$ cat config.mk
export PLATFORM = sky130hd
export DESIGN_NAME = pcl_core
export DESIGN_NICKNAME = d
export VERILOG_FILES = /design/src/pcl_pkg.sv /design/src/pcl_stack_if.sv /design/src/pcl_stack.sv /design/src/pcl_core.sv
export SDC_FILE = /design/constraint.sdc
export NUM_CORES = 1
export LEC_CHECK = 0
export ABC_AREA = 1
export BUFFER_PORTS_ARGS = -buffer_cell sky130_fd_sc_hd__buf_4
export CAP_MARGIN = 20
export CORE_UTILIZATION = 45
export DETAILED_ROUTE_END_ITERATION = 7
export PLACE_DENSITY = 0.73
export SETUP_SLACK_MARGIN = 0.05
export SLEW_MARGIN = 20
export SYNTH_ARGS = -nofsm -noshare
export SYNTH_HDL_FRONTEND = slang
export SYNTH_SLANG_ARGS = --single-unit
$ cat constraint.sdc
create_clock -name clk -period 3.4 [get_ports clk]
set_input_delay 0.51 -clock clk [delete_from_list [all_inputs] [get_ports clk]]
set_output_delay 0.51 -clock clk [all_outputs]
set_load 0.05 [all_outputs]
$ cat src/pcl_pkg.sv
// package of constants for the program counter load logic
// assumes a single 50 MHz core clock and a plain register port
package pcl_pkg;
  localparam int PC_W = 15;
  localparam int SP_W = 5;
  localparam int DEPTH = 16;
  localparam logic [11:0] OFS_COUNTER_LOW = 12'h002;
  localparam logic [11:0] OFS_LATCH = 12'h00A;
  localparam logic [11:0] OFS_STACK_INDEX = 12'hFED;
  localparam logic [11:0] OFS_STACK_TOP_LOW = 12'hFEE;
  localparam logic [11:0] OFS_STACK_TOP_HIGH = 12'hFEF;
  localparam logic [4:0] STACK_INDEX_RESET = 5'h1F;
  localparam logic [6:0] LATCH_RESET = 7'h00;
  localparam logic [14:0] PC_RESET = 15'h0000;
  localparam logic [7:0] RDATA_RESET = 8'h00;
  localparam logic [14:0] VECTOR_ADDR = 15'h0004;
  localparam int VEC_W = 4;
  // operation codes driven by the core sequencer each instruction
  typedef enum logic [2:0] {
    PCL_OP_NONE = 3'b000,
    PCL_OP_CALL = 3'b001,
    PCL_OP_COMPUTED_CALL = 3'b010,
    PCL_OP_INDEXED_BRANCH = 3'b011,
    PCL_OP_RELATIVE_BRANCH = 3'b100,
    PCL_OP_RET = 3'b101,
    PCL_OP_VECTOR = 3'b110,
    PCL_OP_GOTO = 3'b111
  } pcl_op_t;
endpackage

$ cat src/pcl_stack_if.sv
// interface between counter logic and the return stack
// assumes both ends run on the same clock
interface pcl_stack_if;
  logic push;
  logic pop;
  logic [14:0] push_data;
  logic [14:0] top;
  logic [4:0] index;
  logic index_we;
  logic [4:0] index_wdata;
  logic top_low_we;
  logic top_high_we;
  logic [7:0] top_wdata;
  modport ctrl (output push, pop, push_data, index_we, index_wdata, top_low_we, top_high_we,
    top_wdata, input top, index);
  modport stack (input push, pop, push_data, index_we, index_wdata, top_low_we, top_high_we,
    top_wdata, output top, index);
endinterface

$ cat src/pcl_stack.sv
// sixteen-level return stack with software reachable index and top
// assumes push and pop are never both high in one cycle
module pcl_stack (
  input wire logic clk, // core clock
  input wire logic rst, // async reset, active high
  pcl_stack_if.stack sif // stack port
);
  logic [14:0] mem [pcl_pkg::DEPTH];
  logic [4:0] index;
  wire [3:0] slot = index[3:0];
  wire [3:0] next_slot = 4'(index + 5'h01);

  // index resets to all ones: empty stack
  always_ff @(posedge clk or posedge rst) begin
    if (rst) begin
      index <= pcl_pkg::STACK_INDEX_RESET;
    end else if (sif.push) begin
      index <= index + 5'h01;
    end else if (sif.pop) begin
      index <= index - 5'h01;
    end else if (sif.index_we) begin
      index <= sif.index_wdata;
    end
  end

  // entries keep content over reset, so no reset term here
  always_ff @(posedge clk) begin
    if (sif.push) begin
      mem[next_slot] <= sif.push_data;
    end else if (sif.top_low_we) begin
      mem[slot][7:0] <= sif.top_wdata;
    end else if (sif.top_high_we) begin
      mem[slot][14:8] <= sif.top_wdata[6:0];
    end
  end

  assign sif.index = index;
  assign sif.top = mem[slot];
endmodule

$ cat src/pcl_core.sv
// program counter sequencing with low byte, latch and stack access
// assumes op strobes arrive one per fetched instruction from the core
module pcl_core (
  input wire logic clk, // core clock, 50 MHz
  input wire logic rst, // async reset, active high
  input wire logic fetch, // one instruction advances
  input wire pcl_pkg::pcl_op_t op, // flow change of this instruction
  input wire logic [10:0] operand, // call or goto target bits
  input wire logic [8:0] rel_offset, // signed branch offset
  input wire logic [7:0] accum, // accumulator value
  input wire logic [11:0] addr, // register address
  input wire logic [7:0] wdata, // register write data
  input wire logic wr, // register write strobe
  input wire logic rd, // register read strobe
  output logic [7:0] rdata, // register read data, cycle after rd
  output logic [14:0] pc, // program counter
  output logic [6:0] latch_out // current high address latch
);
  ////////////////////////////////////////////////////////////////
  // state
  logic [6:0] latch;
  logic [14:0] next_pc;
  pcl_stack_if sif();

  pcl_stack u_stack (
    .clk(clk),
    .rst(rst),
    .sif(sif)
  );

  ////////////////////////////////////////////////////////////////
  // register decode
  wire hit_low = (addr == pcl_pkg::OFS_COUNTER_LOW);
  wire hit_latch = (addr == pcl_pkg::OFS_LATCH);
  wire hit_index = (addr == pcl_pkg::OFS_STACK_INDEX);
  wire hit_top_low = (addr == pcl_pkg::OFS_STACK_TOP_LOW);
  wire hit_top_high = (addr == pcl_pkg::OFS_STACK_TOP_HIGH);
  wire wr_low = wr && hit_low;
  wire wr_latch = wr && hit_latch;

  // read mux; unmapped addresses read zero
  wire [7:0] rd_mux =
    hit_low ? pc[7:0] :
    hit_latch ? {1'b0, latch} :
    hit_index ? {3'b000, sif.index} :
    hit_top_low ? sif.top[7:0] :
    hit_top_high ? {1'b0, sif.top[14:8]} :
    8'h00;

  ////////////////////////////////////////////////////////////////
  // stack controls
  // a fetch lost to a low byte write must not move the stack either
  wire step = fetch && !wr_low;
  wire is_call = step && (op == pcl_pkg::PCL_OP_CALL || op == pcl_pkg::PCL_OP_COMPUTED_CALL);
  wire is_vector = step && (op == pcl_pkg::PCL_OP_VECTOR);
  wire is_ret = step && (op == pcl_pkg::PCL_OP_RET);
  wire [14:0] pc_inc = pc + 15'h0001;
  assign sif.push = is_call || is_vector;
  assign sif.pop = is_ret && !sif.push;
  // vectoring interrupts the current instruction, so its address returns
  assign sif.push_data = is_vector ? pc : pc_inc;
  assign sif.index_we = wr && hit_index;
  assign sif.index_wdata = wdata[4:0];
  assign sif.top_low_we = wr && hit_top_low;
  assign sif.top_high_we = wr && hit_top_high;
  assign sif.top_wdata = wdata;

  ////////////////////////////////////////////////////////////////
  // next counter value; a low byte write outranks flow
  // an indexed branch adds accum over all 15 bits, the carry propagates
  wire [14:0] idx_tgt = pc_inc + {7'h00, accum};
  wire [14:0] rel_tgt = pc_inc + {{6{rel_offset[8]}}, rel_offset};
  always_comb begin
    next_pc = pc;
    if (wr_low) begin
      next_pc = {latch, wdata};
    end else if (fetch) begin
      unique case (op)
        pcl_pkg::PCL_OP_CALL,
        pcl_pkg::PCL_OP_GOTO: next_pc = {latch[6:3], operand};
        pcl_pkg::PCL_OP_COMPUTED_CALL: next_pc = {latch, accum};
        pcl_pkg::PCL_OP_INDEXED_BRANCH: next_pc = idx_tgt;
        pcl_pkg::PCL_OP_RELATIVE_BRANCH: next_pc = rel_tgt;
        pcl_pkg::PCL_OP_RET: next_pc = sif.top;
        pcl_pkg::PCL_OP_VECTOR: next_pc = pcl_pkg::VECTOR_ADDR;
        pcl_pkg::PCL_OP_NONE: next_pc = pc_inc;
      endcase
    end
  end

  // counter clears on any reset
  always_ff @(posedge clk or posedge rst) begin
    if (rst) begin
      pc <= pcl_pkg::PC_RESET;
    end else begin
      pc <= next_pc;
    end
  end

  // latch is written only by software, untouched by stack traffic
  always_ff @(posedge clk or posedge rst) begin
    if (rst) begin
      latch <= pcl_pkg::LATCH_RESET;
    end else if (wr_latch) begin
      latch <= wdata[6:0];
    end
  end

  // mirror follows the latch exactly, so the port never lags a write
  wire [6:0] next_latch_out = wr_latch ? wdata[6:0] : latch;

  // read data valid only in cycle after rd
  always_ff @(posedge clk or posedge rst) begin
    if (rst) begin
      rdata <= pcl_pkg::RDATA_RESET;
      latch_out <= pcl_pkg::LATCH_RESET;
    end else begin
      rdata <= rd ? rd_mux : 8'h00;
      latch_out <= next_latch_out;
    end
  end
endmodule

-- After elaboration in Yosys (flattened, before gate mapping)
Memories as Yosys holds them, arrays and structs flattened.
Index checks and enable logic that the tools add are counted.
- RAM bits: 240
- output and inout bits: 30
- input bits: 56
- flip-flop bits (word level): 35
- memories: 1
- word-level logic and storage cells: 66
- memory list (name ; depth ; width ; read ports ; clocked after memory_dff ; wr ports ; RTL line ; text):
    u_stack.mem ; 16 ; 15 ; 1 ; 0 ; 1 ; pcl_stack.sv:8 ; logic [14:0] mem [pcl_pkg::DEPTH];
- equal/unequal tests: 12
- $add $sub $neg: 5
- muxes and demuxes: 25
- reductions and logical operators: 19
- operators with widths (cell ; count):
    $pmux W15 S7 ; 1
    $mux W15 ; 4
    $mux W8 ; 5
    $eq A12 B12 Y1 const B ; 3
    $add A15 B1 Y15 const B ; 1
    $add A15 B15 Y15 ; 1
    $add A15 B8 Y15 ; 1
    $mux W5 ; 3
    $reduce_or A15 Y1 ; 1
    $eq A12 B2 Y1 const B ; 1
    $eq A12 B4 Y1 const B ; 1
    $eq A3 B3 Y1 const B ; 4
    $logic_and A1 B1 Y1 ; 10
    $mux W1 ; 9
    $mux W7 ; 1
    $eq A3 B2 Y1 const B ; 2
    $add A5 B1 Y5 const B ; 1
    $sub A5 B1 Y5 const B ; 1
    $mux W4 ; 1
    $eq A3 B1 Y1 const B ; 1
    $logic_not A3 Y1 ; 1
    $reduce_bool A3 Y1 ; 1
    $logic_not A1 Y1 ; 2
    $logic_or A1 B1 Y1 ; 2
    other kinds (3) ; 3

-- Logic depth before layout (Yosys ltp)
- word-level depth: 10
- gate-level depth with buffers: 21
- mapped depth without buffers: 21

-- Modules after synthesis
From an unflattened synthesis, not the netlist that was laid out.
- cells, all modules: 1599
- area, all modules: 14312.5 um^2
- by module, submodules not included (module ; seq. area each (um^2) ; times used ; cells an instance ; area each (um^2)):
    pcl_stack ; 7338.3 ; 1 ; 1018 ; 10714.0
    pcl_core ; 750.7 ; 1 ; 581 ; 3598.5

-- Worst setup path before layout
OpenSTA, ideal clock, no wires.
- path type: reg-to-reg
- start: reg pc[0]
- end: reg pc[14]
- data required time: 3322 ps
- clock period less this slack: 2985 ps
- cell stages (with the launch flop): 19
- buffers on the path: 0
- setup time: 78 ps
- arrival: 2907 ps
- slack: 415 ps
- path through: dfrtp_1 ha_1 nand3_1 nor2_1 nand3_1 nor2_1 xor2_1 ha_1 nand2_1 inv_1 nand2_1 nand2_1 a21oi_1 nand2_1 nand3_1 nand3_1 nand2_1 nand2_1 a21oi_1
- cells in the longest elaborated chain, start to end: 5
- elaborated cells on any way between the ends: 6
- those cells by class: add/sub (3); mux (3)
- RTL lines (element ; RTL line ; text):
    start: declaration ; pcl_core.sv:16 ; output logic [14:0] pc,
    start signal: assignment ; pcl_core.sv:94 ; pc <= pcl_pkg::PC_RESET;
    start signal: assignment ; pcl_core.sv:96 ; pc <= next_pc;
    $add A15 B1 Y15 (*) ; pcl_core.sv:57 ; wire [14:0] pc_inc = pc + 15'h0001;
    $add A15 B15 Y15 or $add A15 B8 Y15 (tied branches) ; pcl_core.sv:72, pcl_core.sv:71 ;
    $pmux W15 S7 (*) ; pcl_core.sv:78 ; unique case (op)
    $mux W15 (*) ; pcl_core.sv:77 ; end else if (fetch) begin
    $mux W15 (*) ; pcl_core.sv:75 ; if (wr_low) begin
Mark *: on every way between the ends. The rest lies on a longest branch, timed or not. The select of a mux whose other input is x is not followed.
A chain may end at the register's enable or synchronous reset.

-- Worst setup path after layout
- start: reg pc[0]
- end: reg pc[7]
The elaborated chain is that of the path after synthesis.

==> impl_metrics.tcl <==
set metrics [dict create \
    final-hold-violation-count 0 \
    grt_use_met1_pct 39.9 \
    clock-sinks 275 \
    fmax_mhz 333 \
    initial_core_util_pct 46.3 \
    ys_warn_count 0 \
    grt_overflow_total 0 \
    outcome "completed" \
    arrival_ns 3.44 \
    layout_common_cells "nand2_1 (320), nor2_1 (257), edfxtp_1 (240)" \
    cts.root.buffer_cell "clkbuf_16" \
    htree_levels 1 \
    clockPowerShare_pct 29.1 \
    skew_ns 0.0220 \
    clk_pin_slew_ns 0.06 \
    dp_hpwl_um 30300 \
    worstPathRequired_ns 3.83 \
    grt_pass1_vias 10800 \
    core_area_mm2 0.0300 \
    first_pass_iters 6 \
    yosysUniqueCellTypes 39 \
    dp_slack_ns 0.286 \
    critPathSlowestCell "dfrtp_1" \
    tightestPinTransition_ns 1.08 \
    drt-total-wl_um 42000 \
    rsz0062_at_grt "no" \
    cp_cell_sequence "ha_1, nand3_1, nor2_1, buf_4, xor2_1, ha_1, a21o_1, nor2_1, nand2_1, or2_2, nand3_1, nand3_1, o21ai_0, nand2_1" \
    cts_tree "built" \
    port_buffers 85 \
    die_w_um 177 \
    syn-instance-count 1510 \
    synth_nets 1584 \
    use_met3_pct 6.58 \
    leakage_nw 6.51 \
    clockBufferDepth 3 \
    grt_pass1_wl_um 63300 \
    slew_headroom_pct 27.8 \
    min_period_ns 3.01 \
    grt_usage_pct 26.9 \
    critical_path_buf_inv_count 1 \
    synth-seq-cells 275 \
    fin_ws_ns 0.394 \
    dr_total_vias 11600 \
    worstSetupPathType "flop to flop" \
    startpoint_type "flop" \
    drc 0 \
    grt_util_met2_pct 38.8 \
    cp_common_cell "nand3_1" \
    layout_commonest_cell "nand2_1" \
    syn_to_final_growth_pct 17.1 \
    maxSlewViolCount 0 \
    p_comb_share_pct 29.4 \
    dieArea_mm2 0.0315 \
    synth-async-reset-ratio_pct 12.7 \
    hold_path_class "primary input to flop" \
    netlist_area_mm2 0.0139 \
    design_area_mm2 0.0162 \
    ant_nets 0 \
    fp-row-count 63 \
    synth_seq_area_share_pct 58.4 \
    post-route-period-util_pct 88.4 \
    dpl_cell_area_mm2 0.0153 \
    nNetsFinal 1716 \
    grt_busiest_layer "met1" \
    clk_latency_ns 0.56 \
    grt_max_degree 53 \
    seq_power_share_pct 41.6 \
    fin_util_pct 54.2 \
    wl_per_cell_um 20.5 \
    internal_power_mw 6.39 \
    max-cap-violations 0 \
    antenna_found_initial 0 \
    synth_ff_type "edfxtp_1" \
    drt_iter0_markers 1358 \
    place.gp.congestion 0.993 \
    p_switching_mw 3.48 \
    vias_per_cell 5.65 \
    power.density_mw_per_mm2 608 \
    holdWs_ns 0.216 \
    syn_avg_cell_area_um2 9.18 \
    boundaryPins 86 \
    post_cts_buffers 0 \
    die_y_um 177 \
    slowest_delay_ns 0.44 \
    drive_above_1_share_pct 14.9 \
    cts-buffers-inserted 29 \
    setup_tns_ns 0 \
    peakVddDrop_mv 0.406 \
    path_max_fanout 5 \
    setup_viol 0 \
    synth-edff-count 240 \
    reg2reg_slack_ns 0.39 \
    sw_frac_of_total_pct 35.3 \
    crit_path_end_kind "flop" \
    cp_top_family "simple AND/OR/NAND/NOR gates" \
]
==> worst paths after layout <==
kind | cells past startpoint | to | startpoint
worst max-delay path | 14 | pc[7] | pc[0]
worst min-delay path | 3 | pc[5] | wdata[5]
worst max register to register | 14 | pc[7] | pc[0]
worst min register to register | 2 | u_stack.sif.index[4] | u_stack.sif.index[4]
max in group asynchronous | 4 | u_stack.sif.index[3] | rst
min in group asynchronous | 3 | pc[6] | rst
==> synthesized netlist by cell type (all sizes together) (2+ instances only) <==
cell type	count	area [um2]
a21o	4	30.0
a21oi	41	220
a221oi	2	17.5
a31oi	3	18.8
buf	28	141
clkbuf	37	139
clkinv	2	7.51
dfrtp	30	751
dfstp	5	131
edfxtp	240	7210
ha	17	213
inv	116	435
nand2	325	1230
nand3	123	641
nand3b	2	15.0
nand4	8	50.1
nor2	262	996
nor3	8	73.8
o211ai	61	458
o21ai	164	825
o21bai	2	15.0
o22ai	5	31.3
or2	6	37.5
xor2	14	123
==> through the flow <==
step,std cells,total power [mW]
finish,2054,9.87
global route,2053,10.3
CTS,2051,9.83
detailed placement,1999,6.99
global placement,1999,6.96
floorplan,1510,5.90
==> power by group through the flow <==
stage	clock, mW	combinational [mW]	sequential [mW]
4_1_cts	2.89	2.84	4.10
2_1_floorplan	0	1.68	4.22
3_5_place_dp	0	2.83	4.17
3_3_place_gp	0	2.80	4.16
5_1_grt	3.02	3.16	4.11
6_report	2.87	2.90	4.10
==> worst min-delay path: cells and delay by family <==
family | cells | cell delay [ns]
and+or+nand+nor | 2 | 0.12
buffers and inverters | 1 | 0.10
==> repair_timing <==
item	in CTS	in global routing
endpoints found under the hold margin	0	5
hold buffers	0	1
resized for setup	0	0
==> state kept, by name (all words and copies together) (netlist names) <==
name,flops
latch_out,7
pc,15
rdata,8
u_stack.mem,240
u_stack.sif.index,5
==> per-layer routing <==
layer  share of wire (%)  vias to the layer above
li1                    -                     5424
met1                  45                     5532
met2                  43                      570
met3                  10                       83
met4                 2.7                        0
met5                   0                        -
==> logic make-up (layout without fill, tap and decap cells) <==
logic type / count (synthesis) / in the layout / synth area share, %
AOI/OAI and AO/OA: 283 / 283 / 11.7
adders and majority gates: 18 / 18 / 1.68
and+or+nand+nor: 736 / 736 / 22.1
other: 0 / 1 / 0
DFF: 275 / 275 / 58.4
buffers and inverters: 183 / 336 / 5.22
xor gates and xnor gates: 15 / 15 / 0.948
==> area by class of cell <==
type / instances / area, um2
Clock inverter: 16 / 93.8
Tap cell: 390 / 488
Sequential cell: 275 / 8090
Multi-Input combinational cell: 1052 / 5070
Antenna cell: 1 / 2.50
Clock buffer: 36 / 752
Fill cell: 2675 / 13700
Timing Repair Buffer: 166 / 1290
Inverter: 118 / 443
Note: power is estimated with default switching activity, not from simulation.
